$ cat src/include/dmapc_pkg.sv
package dmapc_pkg;

   // ------------------------------------------------------------
   // Widths
   // ------------------------------------------------------------
   localparam int SAW = 22;   // Source address, covers flash space
   localparam int DAW = 16;   // Destination address, data space
   localparam int CW  = 12;   // Size and counter width

   // ------------------------------------------------------------
   // Register word indices (byte offset is index times four)
   // ------------------------------------------------------------
   localparam logic [3:0] IDX_CTRL   = 4'h0;
   localparam logic [3:0] IDX_STATUS = 4'h1;
   localparam logic [3:0] IDX_SSA    = 4'h2;
   localparam logic [3:0] IDX_DSA    = 4'h3;
   localparam logic [3:0] IDX_SSZ    = 4'h4;
   localparam logic [3:0] IDX_DSZ    = 4'h5;
   localparam logic [3:0] IDX_SPTR   = 4'h6;
   localparam logic [3:0] IDX_DPTR   = 4'h7;
   localparam logic [3:0] IDX_SCNT   = 4'h8;
   localparam logic [3:0] IDX_DCNT   = 4'h9;
   localparam logic [3:0] IDX_BUF    = 4'ha;

   // ------------------------------------------------------------
   // Control and status field positions
   // ------------------------------------------------------------
   localparam int CTRL_EN        = 0;
   localparam int CTRL_GO        = 1;
   localparam int CTRL_SRC_ADDR_MODE_LO  = 2;
   localparam int CTRL_DST_ADDR_MODE_LO  = 4;
   localparam int CTRL_REGION_LO = 6;
   localparam int STAT_PENDING   = 0;
   localparam int STAT_BUSY      = 1;

   // ------------------------------------------------------------
   // Encodings
   // ------------------------------------------------------------
   localparam logic [1:0] MODE_FIXED    = 2'h0;
   localparam logic [1:0] MODE_INC      = 2'h1;
   localparam logic [1:0] MODE_DEC      = 2'h2;
   localparam logic [1:0] REGION_RAM    = 2'h0;
   localparam logic [1:0] REGION_FLASH  = 2'h1;
   localparam logic [1:0] REGION_EEPROM = 2'h2;

   // ------------------------------------------------------------
   // Mirror window and reset values
   // ------------------------------------------------------------
   localparam logic [15:0]  MIRROR_BASE = 16'h4100;
   localparam int           MIRROR_LSB  = 6;
   localparam logic [SAW-1:0] SADDR_RST = 22'h000000;
   localparam logic [DAW-1:0] DADDR_RST = 16'h0000;
   localparam logic [CW-1:0]  SIZE_RST  = 12'h001;

   typedef enum logic [1:0] {
      ST_IDLE  = 2'b00,
      ST_READ  = 2'b01,
      ST_WRITE = 2'b10
   } dmapc_state_t;

endpackage

$ cat src/verilog/dmapc_channel.sv
// The implementer's own choices: the address map and the plain strobed port.
`timescale 1ns/1ps
module dmapc_channel (
   // Clock and reset
   input  wire logic                      clk,
   input  wire logic                      resetn,
   // Register port
   input  wire logic [7:0]                reg_addr,
   input  wire logic [31:0]               reg_wdata,
   input  wire logic                      reg_wr,
   input  wire logic                      reg_rd,
   output logic [31:0]                    reg_rdata,
   // Source read bus
   output logic                           bus_rd_req,
   output logic [dmapc_pkg::SAW-1:0]      bus_rd_addr,
   output logic [1:0]                     bus_rd_region,
   input  wire logic                      bus_rd_gnt,
   input  wire logic [7:0]                bus_rd_data,
   // Destination write bus
   output logic                           bus_wr_req,
   output logic [dmapc_pkg::DAW-1:0]      bus_wr_addr,
   output logic [7:0]                     bus_wr_data,
   input  wire logic                      bus_wr_gnt
);

   // ------------------------------------------------------------
   // Declarations
   // ------------------------------------------------------------
   logic                       enable;
   logic                       transfer_go;
   logic [1:0]                 src_addr_mode;
   logic [1:0]                 dst_addr_mode;
   logic [1:0]                 src_mem_region;
   logic [dmapc_pkg::SAW-1:0]  src_start_addr;
   logic [dmapc_pkg::DAW-1:0]  dst_start_addr;
   logic [dmapc_pkg::CW-1:0]   src_size;
   logic [dmapc_pkg::CW-1:0]   dst_size;
   logic [dmapc_pkg::SAW-1:0]  src_pointer;
   logic [dmapc_pkg::DAW-1:0]  dst_pointer;
   logic [dmapc_pkg::CW-1:0]   src_count;
   logic [dmapc_pkg::CW-1:0]   dst_count;
   logic [7:0]                 holding_buffer;
   logic                       write_pending_flag;
   dmapc_pkg::dmapc_state_t    state;
   logic                       rd_mirror;
   logic                       wr_mirror;
   logic [dmapc_pkg::SAW-1:0]  next_src_pointer;
   logic [dmapc_pkg::DAW-1:0]  next_dst_pointer;
   logic [dmapc_pkg::CW-1:0]   next_src_count;
   logic [dmapc_pkg::CW-1:0]   next_dst_count;
   logic                       src_wrap;
   logic                       dst_wrap;
   logic                       sw_wr;
   logic [3:0]                 sw_idx;
   logic                       mir_wr;
   logic [31:0]                wval;
   logic [31:0]                mir_word;
   logic [7:0]                 rd_byte;
   logic                       rd_done;
   logic                       wr_done;
   logic                       msg_end;
   logic                       run;
   logic                       en_rise;
   logic [31:0]                mir_src;
   logic                       src_in_mirror;

   // ------------------------------------------------------------
   // Helper functions
   // ------------------------------------------------------------
   // Address inside the channel-only mirror window
   function automatic logic in_mirror(input logic [15:0] a);
      return a[15:dmapc_pkg::MIRROR_LSB] == dmapc_pkg::MIRROR_BASE[15:dmapc_pkg::MIRROR_LSB];
   endfunction

   // Word view of one register
   function automatic logic [31:0] reg_word(input logic [3:0] idx);
      logic [31:0] w;
      w = 32'h0;
      case (idx)
         dmapc_pkg::IDX_CTRL:   w = {24'h0, src_mem_region, dst_addr_mode, src_addr_mode,
                                     transfer_go, enable};
         dmapc_pkg::IDX_STATUS: w = {30'h0, state != dmapc_pkg::ST_IDLE, write_pending_flag};
         dmapc_pkg::IDX_SSA:    w = {10'h0, src_start_addr};
         dmapc_pkg::IDX_DSA:    w = {16'h0, dst_start_addr};
         dmapc_pkg::IDX_SSZ:    w = {20'h0, src_size};
         dmapc_pkg::IDX_DSZ:    w = {20'h0, dst_size};
         dmapc_pkg::IDX_SPTR:   w = {10'h0, src_pointer};
         dmapc_pkg::IDX_DPTR:   w = {16'h0, dst_pointer};
         dmapc_pkg::IDX_SCNT:   w = {20'h0, src_count};
         dmapc_pkg::IDX_DCNT:   w = {20'h0, dst_count};
         dmapc_pkg::IDX_BUF:    w = {24'h0, holding_buffer};
         default:               w = 32'h0;
      endcase
      return w;
   endfunction

   // Write hit on one register from software or a mirror write
   function automatic logic wr_hit(input logic [3:0] idx);
      return (sw_wr && sw_idx == idx) || (!sw_wr && mir_wr && dst_pointer[5:2] == idx);
   endfunction

   // ------------------------------------------------------------
   // Pointer and counter steppers
   // ------------------------------------------------------------
   dmapc_step #(.AW(dmapc_pkg::SAW), .CW(dmapc_pkg::CW)) u_src_step (
      .ptr        (src_pointer),
      .count      (src_count),
      .start      (src_start_addr),
      .size       (src_size),
      .mode       (src_addr_mode),
      .next_ptr   (next_src_pointer),
      .next_count (next_src_count),
      .wrap       (src_wrap)
   );

   dmapc_step #(.AW(dmapc_pkg::DAW), .CW(dmapc_pkg::CW)) u_dst_step (
      .ptr        (dst_pointer),
      .count      (dst_count),
      .start      (dst_start_addr),
      .size       (dst_size),
      .mode       (dst_addr_mode),
      .next_ptr   (next_dst_pointer),
      .next_count (next_dst_count),
      .wrap       (dst_wrap)
   );

   // ------------------------------------------------------------
   // Decode and transaction events
   // ------------------------------------------------------------
   always_comb begin
      sw_idx  = reg_addr[5:2];
      sw_wr   = reg_wr && reg_addr[7:6] == 2'h0 && reg_addr[1:0] == 2'h0;
      run     = enable && transfer_go;
      rd_done = state == dmapc_pkg::ST_READ && run &&
                (rd_mirror || (bus_rd_req && bus_rd_gnt));
      wr_done = state == dmapc_pkg::ST_WRITE && run &&
                (wr_mirror || (bus_wr_req && bus_wr_gnt));
      mir_wr  = wr_done && wr_mirror;
      msg_end = wr_done && (src_wrap || dst_wrap);
      // Mirror reads pick one byte of the addressed register
      src_in_mirror = src_mem_region == dmapc_pkg::REGION_RAM &&
                      src_pointer[21:16] == 6'h00 && in_mirror(src_pointer[15:0]);
      mir_src = reg_word(src_pointer[5:2]);
      rd_byte = rd_mirror ? mir_src[8*src_pointer[1:0] +: 8] : bus_rd_data;
      // Mirror writes merge one byte into the addressed register
      mir_word = reg_word(dst_pointer[5:2]);
      mir_word[8*dst_pointer[1:0] +: 8] = bus_wr_data;
      wval    = sw_wr ? reg_wdata : mir_word;
      en_rise = !enable && wr_hit(dmapc_pkg::IDX_CTRL) && wval[dmapc_pkg::CTRL_EN];
   end

   // ------------------------------------------------------------
   // Control register
   // ------------------------------------------------------------
   always_ff @(posedge clk or negedge resetn) begin
      if (!resetn) begin
         enable         <= 1'b0;
         src_addr_mode  <= dmapc_pkg::MODE_FIXED;
         dst_addr_mode  <= dmapc_pkg::MODE_FIXED;
         src_mem_region <= dmapc_pkg::REGION_RAM;
      end else if (wr_hit(dmapc_pkg::IDX_CTRL)) begin
         enable         <= wval[dmapc_pkg::CTRL_EN];
         src_addr_mode  <= wval[dmapc_pkg::CTRL_SRC_ADDR_MODE_LO +: 2];
         dst_addr_mode  <= wval[dmapc_pkg::CTRL_DST_ADDR_MODE_LO +: 2];
         src_mem_region <= wval[dmapc_pkg::CTRL_REGION_LO +: 2];
      end
   end

   // Go bit: a set in the same cycle as the message end wins
   always_ff @(posedge clk or negedge resetn) begin
      if (!resetn) begin
         transfer_go <= 1'b0;
      end else if (wr_hit(dmapc_pkg::IDX_CTRL)) begin
         transfer_go <= wval[dmapc_pkg::CTRL_GO] & wval[dmapc_pkg::CTRL_EN];
      end else if (msg_end || !enable) begin
         transfer_go <= 1'b0;
      end
   end

   // ------------------------------------------------------------
   // Start addresses and sizes
   // ------------------------------------------------------------
   always_ff @(posedge clk or negedge resetn) begin
      if (!resetn) begin
         src_start_addr <= dmapc_pkg::SADDR_RST;
         dst_start_addr <= dmapc_pkg::DADDR_RST;
         src_size       <= dmapc_pkg::SIZE_RST;
         dst_size       <= dmapc_pkg::SIZE_RST;
      end else begin
         if (wr_hit(dmapc_pkg::IDX_SSA)) src_start_addr <= wval[dmapc_pkg::SAW-1:0];
         if (wr_hit(dmapc_pkg::IDX_DSA)) dst_start_addr <= wval[dmapc_pkg::DAW-1:0];
         if (wr_hit(dmapc_pkg::IDX_SSZ)) src_size <= wval[dmapc_pkg::CW-1:0];
         if (wr_hit(dmapc_pkg::IDX_DSZ)) dst_size <= wval[dmapc_pkg::CW-1:0];
      end
   end

   // ------------------------------------------------------------
   // Pointers and counters
   // ------------------------------------------------------------
   always_ff @(posedge clk or negedge resetn) begin
      if (!resetn) begin
         src_pointer <= dmapc_pkg::SADDR_RST;
         dst_pointer <= dmapc_pkg::DADDR_RST;
         src_count   <= dmapc_pkg::SIZE_RST;
         dst_count   <= dmapc_pkg::SIZE_RST;
      end else if (en_rise) begin
         src_pointer <= src_start_addr;
         dst_pointer <= dst_start_addr;
         src_count   <= src_size;
         dst_count   <= dst_size;
      end else if (wr_done) begin
         src_pointer <= next_src_pointer;
         dst_pointer <= next_dst_pointer;
         src_count   <= next_src_count;
         dst_count   <= next_dst_count;
      end
   end

   // ------------------------------------------------------------
   // Holding buffer and pending flag
   // ------------------------------------------------------------
   always_ff @(posedge clk or negedge resetn) begin
      if (!resetn) begin
         holding_buffer     <= 8'h00;
         write_pending_flag <= 1'b0;
      end else begin
         if (rd_done) begin
            holding_buffer     <= rd_byte;
            write_pending_flag <= 1'b1;
         end else if (wr_done || !enable) begin
            write_pending_flag <= 1'b0;
         end
      end
   end

   // ------------------------------------------------------------
   // Transaction sequencer
   // ------------------------------------------------------------
   always_ff @(posedge clk or negedge resetn) begin
      if (!resetn) begin
         state         <= dmapc_pkg::ST_IDLE;
         rd_mirror     <= 1'b0;
         wr_mirror     <= 1'b0;
         bus_rd_req    <= 1'b0;
         bus_rd_addr   <= dmapc_pkg::SADDR_RST;
         bus_rd_region <= dmapc_pkg::REGION_RAM;
         bus_wr_req    <= 1'b0;
         bus_wr_addr   <= dmapc_pkg::DADDR_RST;
         bus_wr_data   <= 8'h00;
      end else begin
         case (state)
            dmapc_pkg::ST_IDLE: begin
               if (run && !en_rise) begin
                  state         <= dmapc_pkg::ST_READ;
                  rd_mirror     <= src_in_mirror;
                  bus_rd_req    <= !src_in_mirror;
                  bus_rd_addr   <= src_pointer;
                  bus_rd_region <= src_mem_region;
               end
            end
            dmapc_pkg::ST_READ: begin
               if (!run) begin
                  state      <= dmapc_pkg::ST_IDLE;
                  bus_rd_req <= 1'b0;
               end else if (rd_done) begin
                  state       <= dmapc_pkg::ST_WRITE;
                  bus_rd_req  <= 1'b0;
                  wr_mirror   <= in_mirror(dst_pointer);
                  bus_wr_req  <= !in_mirror(dst_pointer);
                  bus_wr_addr <= dst_pointer;
                  bus_wr_data <= rd_byte;
               end
            end
            dmapc_pkg::ST_WRITE: begin
               if (!run || wr_done) begin
                  state      <= dmapc_pkg::ST_IDLE;
                  bus_wr_req <= 1'b0;
               end
            end
            default: begin
               state      <= dmapc_pkg::ST_IDLE;
               bus_rd_req <= 1'b0;
               bus_wr_req <= 1'b0;
            end
         endcase
      end
   end

   // ------------------------------------------------------------
   // Register read port, data one cycle after the strobe
   // ------------------------------------------------------------
   always_ff @(posedge clk or negedge resetn) begin
      if (!resetn) begin
         reg_rdata <= 32'h0;
      end else if (reg_rd && reg_addr[7:6] == 2'h0 && reg_addr[1:0] == 2'h0) begin
         reg_rdata <= reg_word(sw_idx);
      end else begin
         reg_rdata <= 32'h0;
      end
   end

   // ------------------------------------------------------------
   // Checks
   // ------------------------------------------------------------
   enable_load_a: assert property (@(posedge clk) disable iff (!resetn)
      en_rise |=> src_pointer == $past(src_start_addr) && src_count == $past(src_size) &&
                  dst_pointer == $past(dst_start_addr) && dst_count == $past(dst_size))
      else $error("enable did not load pointers and counters");
   read_then_write_a: assert property (@(posedge clk) disable iff (!resetn)
      rd_done |=> state == dmapc_pkg::ST_WRITE && bus_wr_data == $past(rd_byte))
      else $error("read not followed by write step");
   pending_set_a: assert property (@(posedge clk) disable iff (!resetn)
      state == dmapc_pkg::ST_WRITE && enable |-> write_pending_flag)
      else $error("pending flag low while write waits");
   pending_clr_a: assert property (@(posedge clk) disable iff (!resetn)
      wr_done && !rd_done |=> !write_pending_flag)
      else $error("pending flag not cleared after write");
   grant_wait_a: assert property (@(posedge clk) disable iff (!resetn)
      bus_rd_req && !bus_rd_gnt && !rd_mirror |=> !write_pending_flag || $past(write_pending_flag))
      else $error("read taken without grant");
   src_inc_a: assert property (@(posedge clk) disable iff (!resetn)
      wr_done && !src_wrap && src_addr_mode == dmapc_pkg::MODE_INC
      |=> src_pointer == $past(src_pointer) + 22'h1)
      else $error("source pointer did not increment");
   dst_dec_a: assert property (@(posedge clk) disable iff (!resetn)
      wr_done && !dst_wrap && dst_addr_mode == dmapc_pkg::MODE_DEC
      |=> dst_pointer == $past(dst_pointer) - 16'h1)
      else $error("destination pointer did not decrement");
   count_step_a: assert property (@(posedge clk) disable iff (!resetn)
      wr_done && !src_wrap && !dst_wrap
      |=> src_count == $past(src_count) - 12'h1 && dst_count == $past(dst_count) - 12'h1)
      else $error("counters did not decrement together");
   count_reload_a: assert property (@(posedge clk) disable iff (!resetn)
      wr_done && src_wrap
      |=> src_count == $past(src_size) && src_pointer == $past(src_start_addr))
      else $error("source counter not reloaded from size");
   go_clear_a: assert property (@(posedge clk) disable iff (!resetn)
      msg_end && !wr_hit(dmapc_pkg::IDX_CTRL) |=> !transfer_go && state == dmapc_pkg::ST_IDLE)
      else $error("go not cleared at message end");

endmodule

$ cat src/verilog/dmapc_step.sv
`timescale 1ns/1ps
module dmapc_step #(
   parameter int AW = 16,
   parameter int CW = 12
) (
   // Current state
   input  wire logic [AW-1:0] ptr,
   input  wire logic [CW-1:0] count,
   // Reload values and mode
   input  wire logic [AW-1:0] start,
   input  wire logic [CW-1:0] size,
   input  wire logic [1:0]    mode,
   // Stepped values
   output logic [AW-1:0]      next_ptr,
   output logic [CW-1:0]      next_count,
   output logic               wrap
);

   // ------------------------------------------------------------
   // One transaction step of a pointer and its counter
   // ------------------------------------------------------------
   always_comb begin
      wrap       = (count == CW'(1));
      next_count = count - CW'(1);
      next_ptr   = ptr;
      if (wrap) begin
         next_count = size;
         next_ptr   = start;
      end else begin
         case (mode)
            dmapc_pkg::MODE_INC: next_ptr = ptr + AW'(1);
            dmapc_pkg::MODE_DEC: next_ptr = ptr - AW'(1);
            default:             next_ptr = ptr;
         endcase
      end
   end

endmodule

$ cat config.mk
export PLATFORM = sky130hd
export DESIGN_NAME = dmapc_channel
export DESIGN_NICKNAME = d
export VERILOG_FILES = /design/src/include/dmapc_pkg.sv /design/src/verilog/dmapc_channel.sv /design/src/verilog/dmapc_step.sv
export SDC_FILE = /design/constraint.sdc
export NUM_CORES = 1
export LEC_CHECK = 0
export BUFFER_PORTS_ARGS = -buffer_cell sky130_fd_sc_hd__buf_4
export CAP_MARGIN = 40
export CORE_UTILIZATION = 40
export CTS_CLUSTER_SIZE = 8
export DETAILED_ROUTE_END_ITERATION = 12
export HOLD_SLACK_MARGIN = 0.08
export PLACE_DENSITY = 0.58
export SYNTH_ARGS = -nofsm -noshare
export SYNTH_HDL_FRONTEND = slang
export SYNTH_SLANG_ARGS = --single-unit
$ cat constraint.sdc
create_clock -name clk -period 3.4 [get_ports clk]
set_input_delay 0.17 -clock clk [delete_from_list [all_inputs] [get_ports clk]]
set_output_delay 0.17 -clock clk [all_outputs]
set_load 0.005 [all_outputs]
; Word-level counts from Yosys, hierarchy flattened
; Cells that the tools add are included.
; Widths: inputs -> output; s select.
[word_totals]
ff_bits = 227
latchBits = 0
ramBits = 0
rom_bits = 0
in_bits = 54
output_inout_bits = 82
wordCells = 188
memories = 0
[op_classes]
add_sub_neg = 7
n_mul = 0
n_div = 0
n_lt_le_gt_ge = 0
eq_ne = 45
shifts = 3
mux = 38
bitwise_logic = 3
reduce_logical = 67
[ops]
columns = cell, n
row1 = $pmux 22 s11, 3
row2 = $mux 22, 4
row3 = $mux 12, 6
row4 = $eq 4x3->1 const B, 12
row5 = $mux 16, 3
row6 = $pmux 22 s2, 1
row7 = $eq 4x4->1 const B, 9
row8 = $neg 5->34, 1
row9 = $shift 8x34->32 const A, 1
row10 = $shiftx 8x34->32, 1
row11 = $bwmux 32, 1
row12 = $mux 32, 1
row13 = $pmux 16 s2, 1
row14 = $shiftx 32x6->8, 1
row15 = $logic_and 1x1->1, 29
row16 = $eq 12x1->1 const B, 2
row17 = $eq 4x2->1 const B, 6
row18 = $sub 12x1->12 const B, 2
row19 = $add 22x1->22 const B, 1
row20 = $sub 22x1->22 const B, 1
row21 = $eq 10x9->1 const B, 2
row22 = $add 16x1->16 const B, 1
row23 = $sub 16x1->16 const B, 1
row24 = $eq 4x1->1 const B, 3
row25 = 22 further kinds, 70

; Depth between registers and ports, before layout
; Gate-level depths: netlist (run 1).
[depth]
depth_word = 13
mapped_depth = 15
ltp_nobuf = 11

; By module
; A second synthesis (run 1) with hierarchy kept.
[hier_totals]
cells_unflattened = 1992
area_unflattened_um2 = 17255.3
[modules_own_cells]
columns = mod, instances, cells_each, area_per_inst_um2
row1 = dmapc_channel, 1, 1349, 13247.7
row2 = dmapc_step (u_src_step), 1, 368, 2283.4
row3 = dmapc_step (u_dst_step), 1, 275, 1724.2

; Worst setup path before layout (run 1)
; No wires, ideal clock.
[synth_timing]
kind = register -> register
from = register src_addr_mode[0]
to = register src_pointer[18] in the netlist's numbering
setup_ns = 0.121
arrival_ns = 3.404
t_required_ns = 3.279
setup_slack_ns = -0.125
path_stages_with_launch = 16
period_less_slack_ns = 3.525
cell_sequence = dfrtp_1 > inv_1 > ha_1 > buf_2 > buf_2 > buf_2 > buf_1 > xor2_1 > ha_1 > and4b_1 > a2111oi_4 > o211ai_1 > a221o_1 > o311ai_1 > a21oi_1 > o22a_1
[synth_between]
elab_chain_len = 5
[synth_lines]
columns = item, line
row1 = "start, declared", dmapc_channel.sv:31  ; logic [1:0] src_addr_mode;
row2 = "start signal, assigned", dmapc_channel.sv:158  ; src_addr_mode <= dmapc_pkg::MODE_FIXED;
row3 = "start signal, assigned", dmapc_channel.sv:163  ; src_addr_mode <= wval[dmapc_pkg::CTRL_SRC_ADDR_MODE_LO +: 2];
row4 = $eq 2x2->1 or $eq 2x1->1 (tied branches), dmapc_step.sv:30  ; case (mode)
row5 = $pmux 22 s2, dmapc_step.sv:30
row6 = $mux 22, dmapc_step.sv:26  ; if (wrap) begin
row7 = $mux 22, dmapc_channel.sv:211  ; end else if (wr_done) begin
row8 = $mux 22, dmapc_channel.sv:206  ; end else if (en_rise) begin
row9 = "end signal, assigned", dmapc_channel.sv:202  ; src_pointer <= dmapc_pkg::SADDR_RST;
row10 = "end signal, assigned", dmapc_channel.sv:207  ; src_pointer <= src_start_addr;
row11 = "end signal, assigned", dmapc_channel.sv:212  ; src_pointer <= next_src_pointer;
row12 = "end, declared", dmapc_channel.sv:38  ; logic [dmapc_pkg::SAW-1:0] src_pointer;
; Several ways; a longest one is shown, not always the timed one. The select of a mux whose other input is x is not followed.
; A chain may end at the register's enable or synchronous reset.

; Worst setup path in the final report (run 1)
[layout_timing]
from = register src_pointer[5] in the netlist's numbering
to = register holding_buffer[1]
[layout_between]
elab_chain_len = 4
[layout_lines]
columns = item, line
row1 = "$eq 4x4->1, or another cell as far along", dmapc_channel.sv:79  ; case (idx)
row2 = $pmux 22 s11 *, dmapc_channel.sv:79
row3 = $shiftx 32x6->8 *, dmapc_channel.sv:144  ; rd_byte = rd_mirror ? mir_src[8*src_pointer[1:0] +: 8] : bus_rd_data;
row4 = $mux 8 *, dmapc_channel.sv:144
row5 = "end signal, assigned", dmapc_channel.sv:228  ; holding_buffer <= rd_byte;
row6 = "end, declared", dmapc_channel.sv:42  ; logic [7:0] holding_buffer;
; Mark *: on every way between the ends. The rest lies on a longest branch, timed or not.

==> results.tsv, run 1 <==
stage	metric	value	unit
logic_synthesis	post-synthesis register bit count	217	
power_and_ir_drop	VDD IR max	327.3	uV
global_route	Tot GR Track Use	39.41	%
clocking	clock latency on the worst-skew pair	0.56	ns
logic_synthesis	area leader, netlist	dfrtp_1	
routing	violation count after the first detailed-route iteration	1716	
global_route	vias in the first global route	15356	
placement	Placed Instances	2377	
logic_synthesis	post-synth top area share	34.86	%
setup_path	Crit. End Element	flop	
power_and_ir_drop	Leak Pwr	8.016	nW
floorplan	Starting Density	40.59	%
cells_and_area	share of post-route cells with drive strength above 1	23.25	%
setup_path	Crit path depth	8	
setup_path	peak per-stage delay on the critical path	0.82	ns
routing	final wirelength	76.50	mm
timing	relative slew slack	37.36	%
logic_synthesis	ys flop type	dfrtp_1	
floorplan	Die H	197.5	microns
clocking	Max Root-Sink Buffers	3	
clocking	Num CTS Buffers	34	
cells_and_area	most frequent cells in the layout	buf_4 (254), dfrtp_1 (212), nand2_1 (170)	
global_route	grt total ovfl	0	
timing	fmax	0.3101	GHz
clocking	htree depth	2	
routing	DRT Pass-1 Iters	6	
timing	Final Cycle Share	94.85	%
routing	vias per cell	6.564	
min_path	worst hold path depth	4	
clocking	CTS tree	yes	
min_path	Min-Delay Startpoint	bus_rd_gnt	
setup_path	Critical Path RT	3.84	ns
logic_synthesis	Synth Cell Area	0.01529	sq mm
timing	TNS Setup	0	ns
setup_path	WP data arrival	3.66	ns
cells_and_area	final cell count without fillers	2453	
logic_synthesis	number of synthesized flops with an enable pin	0	
min_path	HP Class	in -> reg	
floorplan	die width	197.5	microns
floorplan	row cnt	71	
setup_path	crit path buf inv count	2	
clocking	Clock Tree Root	clkbuf_16	
logic_synthesis	sequential share of the synthesized area	35.55	%
setup_path	Worst path most repeated cell	buf_4	
routing	antenna-violating nets left	0	
setup_path	CP max-delay cell	dfrtp_1	
global_route	first-pass GRT wire length	110.0	mm
setup_path	Worst setup SP type	flop	
placement	hpwl dp	56.98	mm
logic_synthesis	top area cells in the synthesized netlist	dfrtp_1 (35%), mux2_2 (7.1%), nand2_1 (4.2%)	
clocking	CTS sink count	217	
setup_path	Reg2Reg Launch Point	src_pointer[5]	
timing	clk_skew	0.01668	ns
routing	Wirelength per Cell	31.19	microns
floorplan	I/O Pins	136	
cells_and_area	commonest non-fill, non-tap cell in the layout	buf_4	
setup_path	kind of critical path	reg -> reg	
setup_path	Crit path max-delay family	compound AO/OA/AOI/OAI gates	
timing	Worst Max-Slew Pin Slew	0.9396	ns
routing	DRC	0	
floorplan	core area	0.03767	sq mm
logic_synthesis	synth unique cells	88	
logic_synthesis	ys async rst share	100.0	%
run_status	outcome	finished clean	
setup_path	cells along the critical path	buf_4 > buf_4 > mux2i_1 > nor4_1 > a2111oi_0 > a211oi_1 > a221o_1 > o21a_1	
global_route	initial antenna violation count	1	
cells_and_area	final core utilization	49.44	%
timing	Final Max Slew Viols	0	
setup_path	worst reg2reg setup slack	0.18	ns
floorplan	Die ar.	0.03901	sq mm
clocking	Worst-path clk slew	0.05	ns
timing	minimum clock period	3.225	ns
routing	via count	16101	
cells_and_area	Layout Nets	2003	
min_path	hold endpoint	state[0]	
power_and_ir_drop	power per cell area	349.1	mW/mm^2
logic_synthesis	average size of a mapped cell	8.692	sq um
cells_and_area	layout overhead on the synthesized area	21.81	%
setup_path	crit-path max FO	19	
flow_run	maxcap violations	0	
timing	unrepaired setup endpoints after global routing	false	
placement	RePlAce Congestion	0.9824	
timing	final setup violation count	0	
global_route	largest net degree at the start of global routing	88	
setup_path	Register-to-Register Path Depth	8	
logic_synthesis	cells after synthesis	1759	
setup_path	reg2reg end	holding_buffer[1]	
logic_synthesis	Yosys warnings	0	
timing	final hold violation count	0	
placement	IO buf count	115	
-- synth_stat cells, drive strengths merged (12+ instances only) --
cell type    n
a211oi      12
a21oi      117
a221o       13
a221oi      37
a22o        25
a22oi       72
a31oi       43
a32oi       17
and3        14
buf         80
clkbuf      87
dfrtp      213
ha          25
inv         31
mux2        97
mux2i       38
nand2      170
nand2b      19
nand3       38
nor2       143
nor2b       24
nor3        51
nor4        14
o21a        15
o21ai      126
o22ai       25
xnor2       13
-- cells by family (layout without fill, tap and decap cells) --
group	Yosys count	in the layout	synth area share (%)
xor gates and xnor gates	18	18	1.031
muxes	144	144	10.96
adders and majority gates	26	26	2.177
buffers and inverters	199	371	5.631
AOI/OAI and AO/OA	617	617	27.79
DFF	217	217	35.55
other	1	12	0.02453
and+or+nand+nor	537	537	16.83
-- per-stage QoR --
stage	hold WS, ns	setup slack, ns	area (sq um)	power, mW
after global placement	0.2511	0.3796	17340	3.213
after floorplan	-0.1256	0.008252	15320	2.915
after global routing	0.1561	0.1365	18620	6.677
final	0.1343	0.1752	18620	6.501
after CTS	0.1209	0.3567	18620	6.543
after detailed placement	0.2564	0.3756	17390	3.216
-- state kept, by name, summed over array words and instances (netlist names), 2 cells and up --
register and flops:
src_count 12, bus_rd_region 2, src_pointer 22, bus_wr_data 8, bus_wr_addr 16, dst_start_addr 16, dst_pointer 16, holding_buffer 8
src_size 12, dst_addr_mode 2, dst_count 12, state 2, src_addr_mode 2, dst_size 12, bus_rd_addr 22, src_mem_region 2
src_start_addr 22, reg_rdata 22
-- final cells by class --
cell class,instances,area (sq um)
Fill cell,3639,19040
Multi-Input combinational cell,1352,9072
Sequential cell,217,5436
Timing Repair Buffer,286,2335
Clock buffer,48,923.4
Tap cell,511,639.4
Inverter,32,120.1
Clock inverter,5,91.34
Antenna cell,2,5.005
-- worst max path at each step --
stage / start / end / slack (ns)
final: src_pointer[5] / holding_buffer[1] / 0.18
after global routing: src_pointer[5] / bus_wr_data[1] / 0.14
after CTS: dst_pointer[3] / src_start_addr[1] / 0.36
after detailed placement: dst_pointer[3] / src_start_addr[1] / 0.38
after global placement: dst_pointer[3] / src_start_addr[1] / 0.38
after floorplan: src_addr_mode[0] / src_pointer[18] / 0.008
-- layer usage --
metal  GRT usage, %  wire, microns  vias to the layer above
li1               -              -                     6958
met1          53.18          32240                     8045
met2          59.75          33490                      898
met3          7.649           6682                      200
met4          20.24           4081                        0
met5              0              0                        -
-- where the power goes --
part,switching [mW],internal [mW]
registers,0.102,2.63
clock network,1.32,1.97
logic,0.288,0.189
-- worst reg2reg max path, stage by stage (launching register included) --
cell	delay (ns)
dfrtp_1	0.82
buf_4	0.29
buf_4	0.27
mux2i_1	0.62
nor4_1	0.10
a2111oi_0	0.31
a211oi_1	0.15
a221o_1	0.41
o21a_1	0.13
-- repair_timing --
| action | CTS | global route |
|---|---|---|
| hold buffers | 21 | 0 |
| endpoints found under the setup margin | 0 | 0 |
| gates resized for setup | 0 | 0 |
| buffers inserted | 0 | 0 |
| hold endpoints to repair | 112 | 0 |
Power figures use the tool's default switching activity.
==> inputs of run 2 (changes only) <==
--- a/config.mk
+++ b/config.mk
@@ -7,11 +7,13 @@
 export LEC_CHECK = 0
 export BUFFER_PORTS_ARGS = -buffer_cell sky130_fd_sc_hd__buf_4
 export CAP_MARGIN = 40
+export CORE_ASPECT_RATIO = 0.8
 export CORE_UTILIZATION = 40
 export CTS_CLUSTER_SIZE = 8
 export DETAILED_ROUTE_END_ITERATION = 12
 export HOLD_SLACK_MARGIN = 0.08
 export PLACE_DENSITY = 0.58
+export SLEW_MARGIN = 20
 export SYNTH_ARGS = -nofsm -noshare
 export SYNTH_HDL_FRONTEND = slang
 export SYNTH_SLANG_ARGS = --single-unit
==> run 2 against run 1 <==
Compared with the run above:
- the flow now finishes with violations (design-rule violations)
- critical path depth is 3 higher
- register-to-register slack is essentially flat
- count of clock-buffer cells in the layout fell by 8
- via count is 1.4% higher
- setup slack lost 0.0073 ns
- sequential share of layout area increased by 0.27 points
==> results.tsv, run 2 (synthesis gave the netlist of run 1 again) <==
stage	metric	value	unit	change
run_status	outcome	finished, violations left		
run_status	failing checks	design-rule violations		
setup_path	Critical Path RT	3.86	ns	+0.02 ns
floorplan	Die H	176.9	microns	-10%
timing	WHS	0.1070	ns	-0.02725 ns
timing	final setup violation count	0		unchanged
cells_and_area	design area	0.01845	sq mm	-0.93%
global_route	vias in the first global route	14877		-3.1%
min_path	worst hold path depth	5		+1
clocking	CTS sink count	217		unchanged
timing	final hold violation count	0		unchanged
setup_path	kind of critical path	reg -> reg		
timing	Final WS setup	0.1679	ns	-0.007265 ns
clocking	Max Root-Sink Buffers	3		unchanged
routing	DRT Pass-1 Iters	12		+6
cells_and_area	most frequent cells in the layout	buf_4 (261), dfrtp_1 (212), nand2_1 (170)		
global_route	grt total ovfl	0		unchanged
power_and_ir_drop	switch share	26.32	%	about the same
floorplan	row cnt	63		-11%
setup_path	WP data arrival	3.69	ns	+0.03 ns
routing	antenna-violating nets left	0		unchanged
placement	Placed Instances	2358		-0.80%
floorplan	die width	220.6	microns	+12%
setup_path	Worst setup SP type	flop		
global_route	Tot GR Track Use	38.89	%	-0.52 points
power_and_ir_drop	Leak Pwr	7.950	nW	-0.83%
flow_run	maxcap violations	0		unchanged
timing	fmax	0.3094	GHz	-0.22%
power_and_ir_drop	power per cell area	329.0	mW/mm^2	-5.7%
clocking	Num CTS Buffers	31		-8.8%
global_route	largest net degree at the start of global routing	92		+4.5%
cells_and_area	Fillers	3579		-1.6%
floorplan	Die ar.	0.03901	sq mm	about the same
min_path	hold endpoint	src_addr_mode[0]		
setup_path	reg2reg end	dst_pointer[14]		
power_and_ir_drop	part of the power in combinational logic	7.9	%	+0.6 points
clocking	CTS resizes	0		unchanged
routing	final wirelength	76.24	mm	-0.35%
power_and_ir_drop	internal power	4.472	mW	-6.6%
floorplan	Starting Density	40.92	%	+0.33 points
floorplan	core area	0.03736	sq mm	-0.80%
timing	Final Cycle Share	95.06	%	+0.21 points
timing	TNS Setup	0	ns	unchanged
routing	via count	16323		+1.4%
setup_path	Critical Path Start	dst_addr_mode[0]		
clocking	htree depth	1		-1
power_and_ir_drop	Reg power frac	45.0	%	+3.0 points
min_path	Min-Delay Startpoint	reg_wdata[2]		
routing	Wirelength per Cell	31.45	microns	+0.85%
placement	Cell Area, Placed	0.01736	sq mm	-0.20%
floorplan	I/O Pins	136		unchanged
power_and_ir_drop	VDD IR max	359.2	uV	+9.8%
power_and_ir_drop	switching power total	1.598	mW	-6.6%
setup_path	crit-path max FO	5		-14
cells_and_area	Layout Nets	2008		+0.25%
cells_and_area	share of post-route cells with drive strength above 1	23.18	%	-0.067 points
global_route	initial antenna violation count	1		unchanged
timing	clk_skew	0.01616	ns	-0.0005161 ns
clocking	Clock Tree Root	clkbuf_16		
routing	DRC	3		+3
placement	IO buf count	115		unchanged
setup_path	Register-to-Register Path Depth	11		+3
setup_path	worst reg2reg setup slack	0.17	ns	about the same
min_path	HP Class	in -> reg		
placement	RePlAce Congestion	1.027		+4.6%
cells_and_area	final cell count without fillers	2424		-1.2%
timing	relative slew slack	37.58	%	+0.22 points
clocking	Worst-path clk slew	0.06	ns	about the same
power_and_ir_drop	Clk pwr share	47.1	%	-3.5 points
clocking	CTS tree	yes		
cells_and_area	commonest non-fill, non-tap cell in the layout	buf_4		
setup_path	Crit. End Element	flop		
timing	minimum clock period	3.232	ns	+0.007265 ns
timing	Final Max Slew Viols	0		unchanged
clocking	clock latency on the worst-skew pair	0.59	ns	+0.03 ns
routing	vias per cell	6.734		+2.6%
placement	hpwl dp	56.48	mm	-0.88%
cells_and_area	Ant. Diodes	0		-2
global_route	first-pass GRT wire length	108.7	mm	-1.3%
timing	unrepaired setup endpoints after global routing	false		
timing	Worst Max-Slew Pin Slew	0.9328	ns	-0.006767 ns
setup_path	Reg2Reg Launch Point	dst_addr_mode[0]		
routing	violation count after the first detailed-route iteration	2423		+41%
cells_and_area	layout overhead on the synthesized area	20.68	%	
placement	Placement Setup Slack	0.3512	ns	-0.02442 ns
run 2: cell count changes in the layout (fill, tap and decap cells not counted), sizes merged:
cell / previous run / this run
buf: 265 / 271
dlygate4sd3: 21 / 23
inv: 33 / 32
diode: 2 / 0
clkbuf: 48 / 40
bufinv: 1 / 0
clkinvlp: 0 / 1
clkinv: 3 / 1
run 2: stage by stage:
stage                     utilization (%)  total power [mW]
after detailed placement            46.46             3.212
after global routing                49.38             6.240
final                               49.38             6.070
after CTS                           49.34             6.099
after floorplan                         -             2.915
after global placement              46.40             3.212
run 2: worst max path at each step:
stage	endpoint	slack, ns	cells past startpoint
after floorplan	src_pointer[18]	0.008	15
final	dst_pointer[14]	0.17	11
after CTS	dst_pointer[14]	0.31	11
after global placement	dst_pointer[14]	0.39	11
after detailed placement	dst_pointer[14]	0.35	11
after global routing	dst_pointer[14]	0.005	11
run 2: area by class of cell:
| cell class | instances | area [sq um] | area share (%) |
|---|---|---|---|
| clock inverter | 2 | 27.53 | 0.1492 |
| inverter | 32 | 120.1 | 0.6510 |
| multi-input combinational | 1352 | 9057 | 49.09 |
| clock buffer | 40 | 819.5 | 4.442 |
| sequential | 217 | 5436 | 29.47 |
| tap | 487 | 609.3 | 3.303 |
| timing repair buffer | 294 | 2380 | 12.90 |
run 2: per-layer routing:
metal	GRT usage (%)	share of wire (%)
met2	52.06	39
met1	59.63	46
met3	10.72	11
met5	0	0
met4	10.93	3.4
run 2: power groups by stage:
| stage | clock network [mW] | logic [mW] | registers [mW] |
|---|---|---|---|
| after floorplan | 0 | 0.204 | 2.71 |
| after global placement | 0 | 0.443 | 2.77 |
| after detailed placement | 0 | 0.443 | 2.77 |
| after CTS | 2.91 | 0.466 | 2.73 |
| after global routing | 3.00 | 0.511 | 2.73 |
| final | 2.86 | 0.479 | 2.73 |
run 2: what timing repair did:
action,4_1_cts,5_1_grt
hold endpoints to repair,123,0
buffers inserted,0,0
hold buffers,23,0
run 2: worst max-delay path: stages (launching register included):
cell and delay, ns:
dfrtp_1 0.38, inv_1 0.09, ha_1 0.30, inv_1 0.14
fa_1 0.42, nor2b_1 0.21, o2111ai_1 0.17, a211oi_1 0.44
o22ai_1 0.35, o21ai_0 0.31, mux2i_1 0.21, nand3_1 0.09
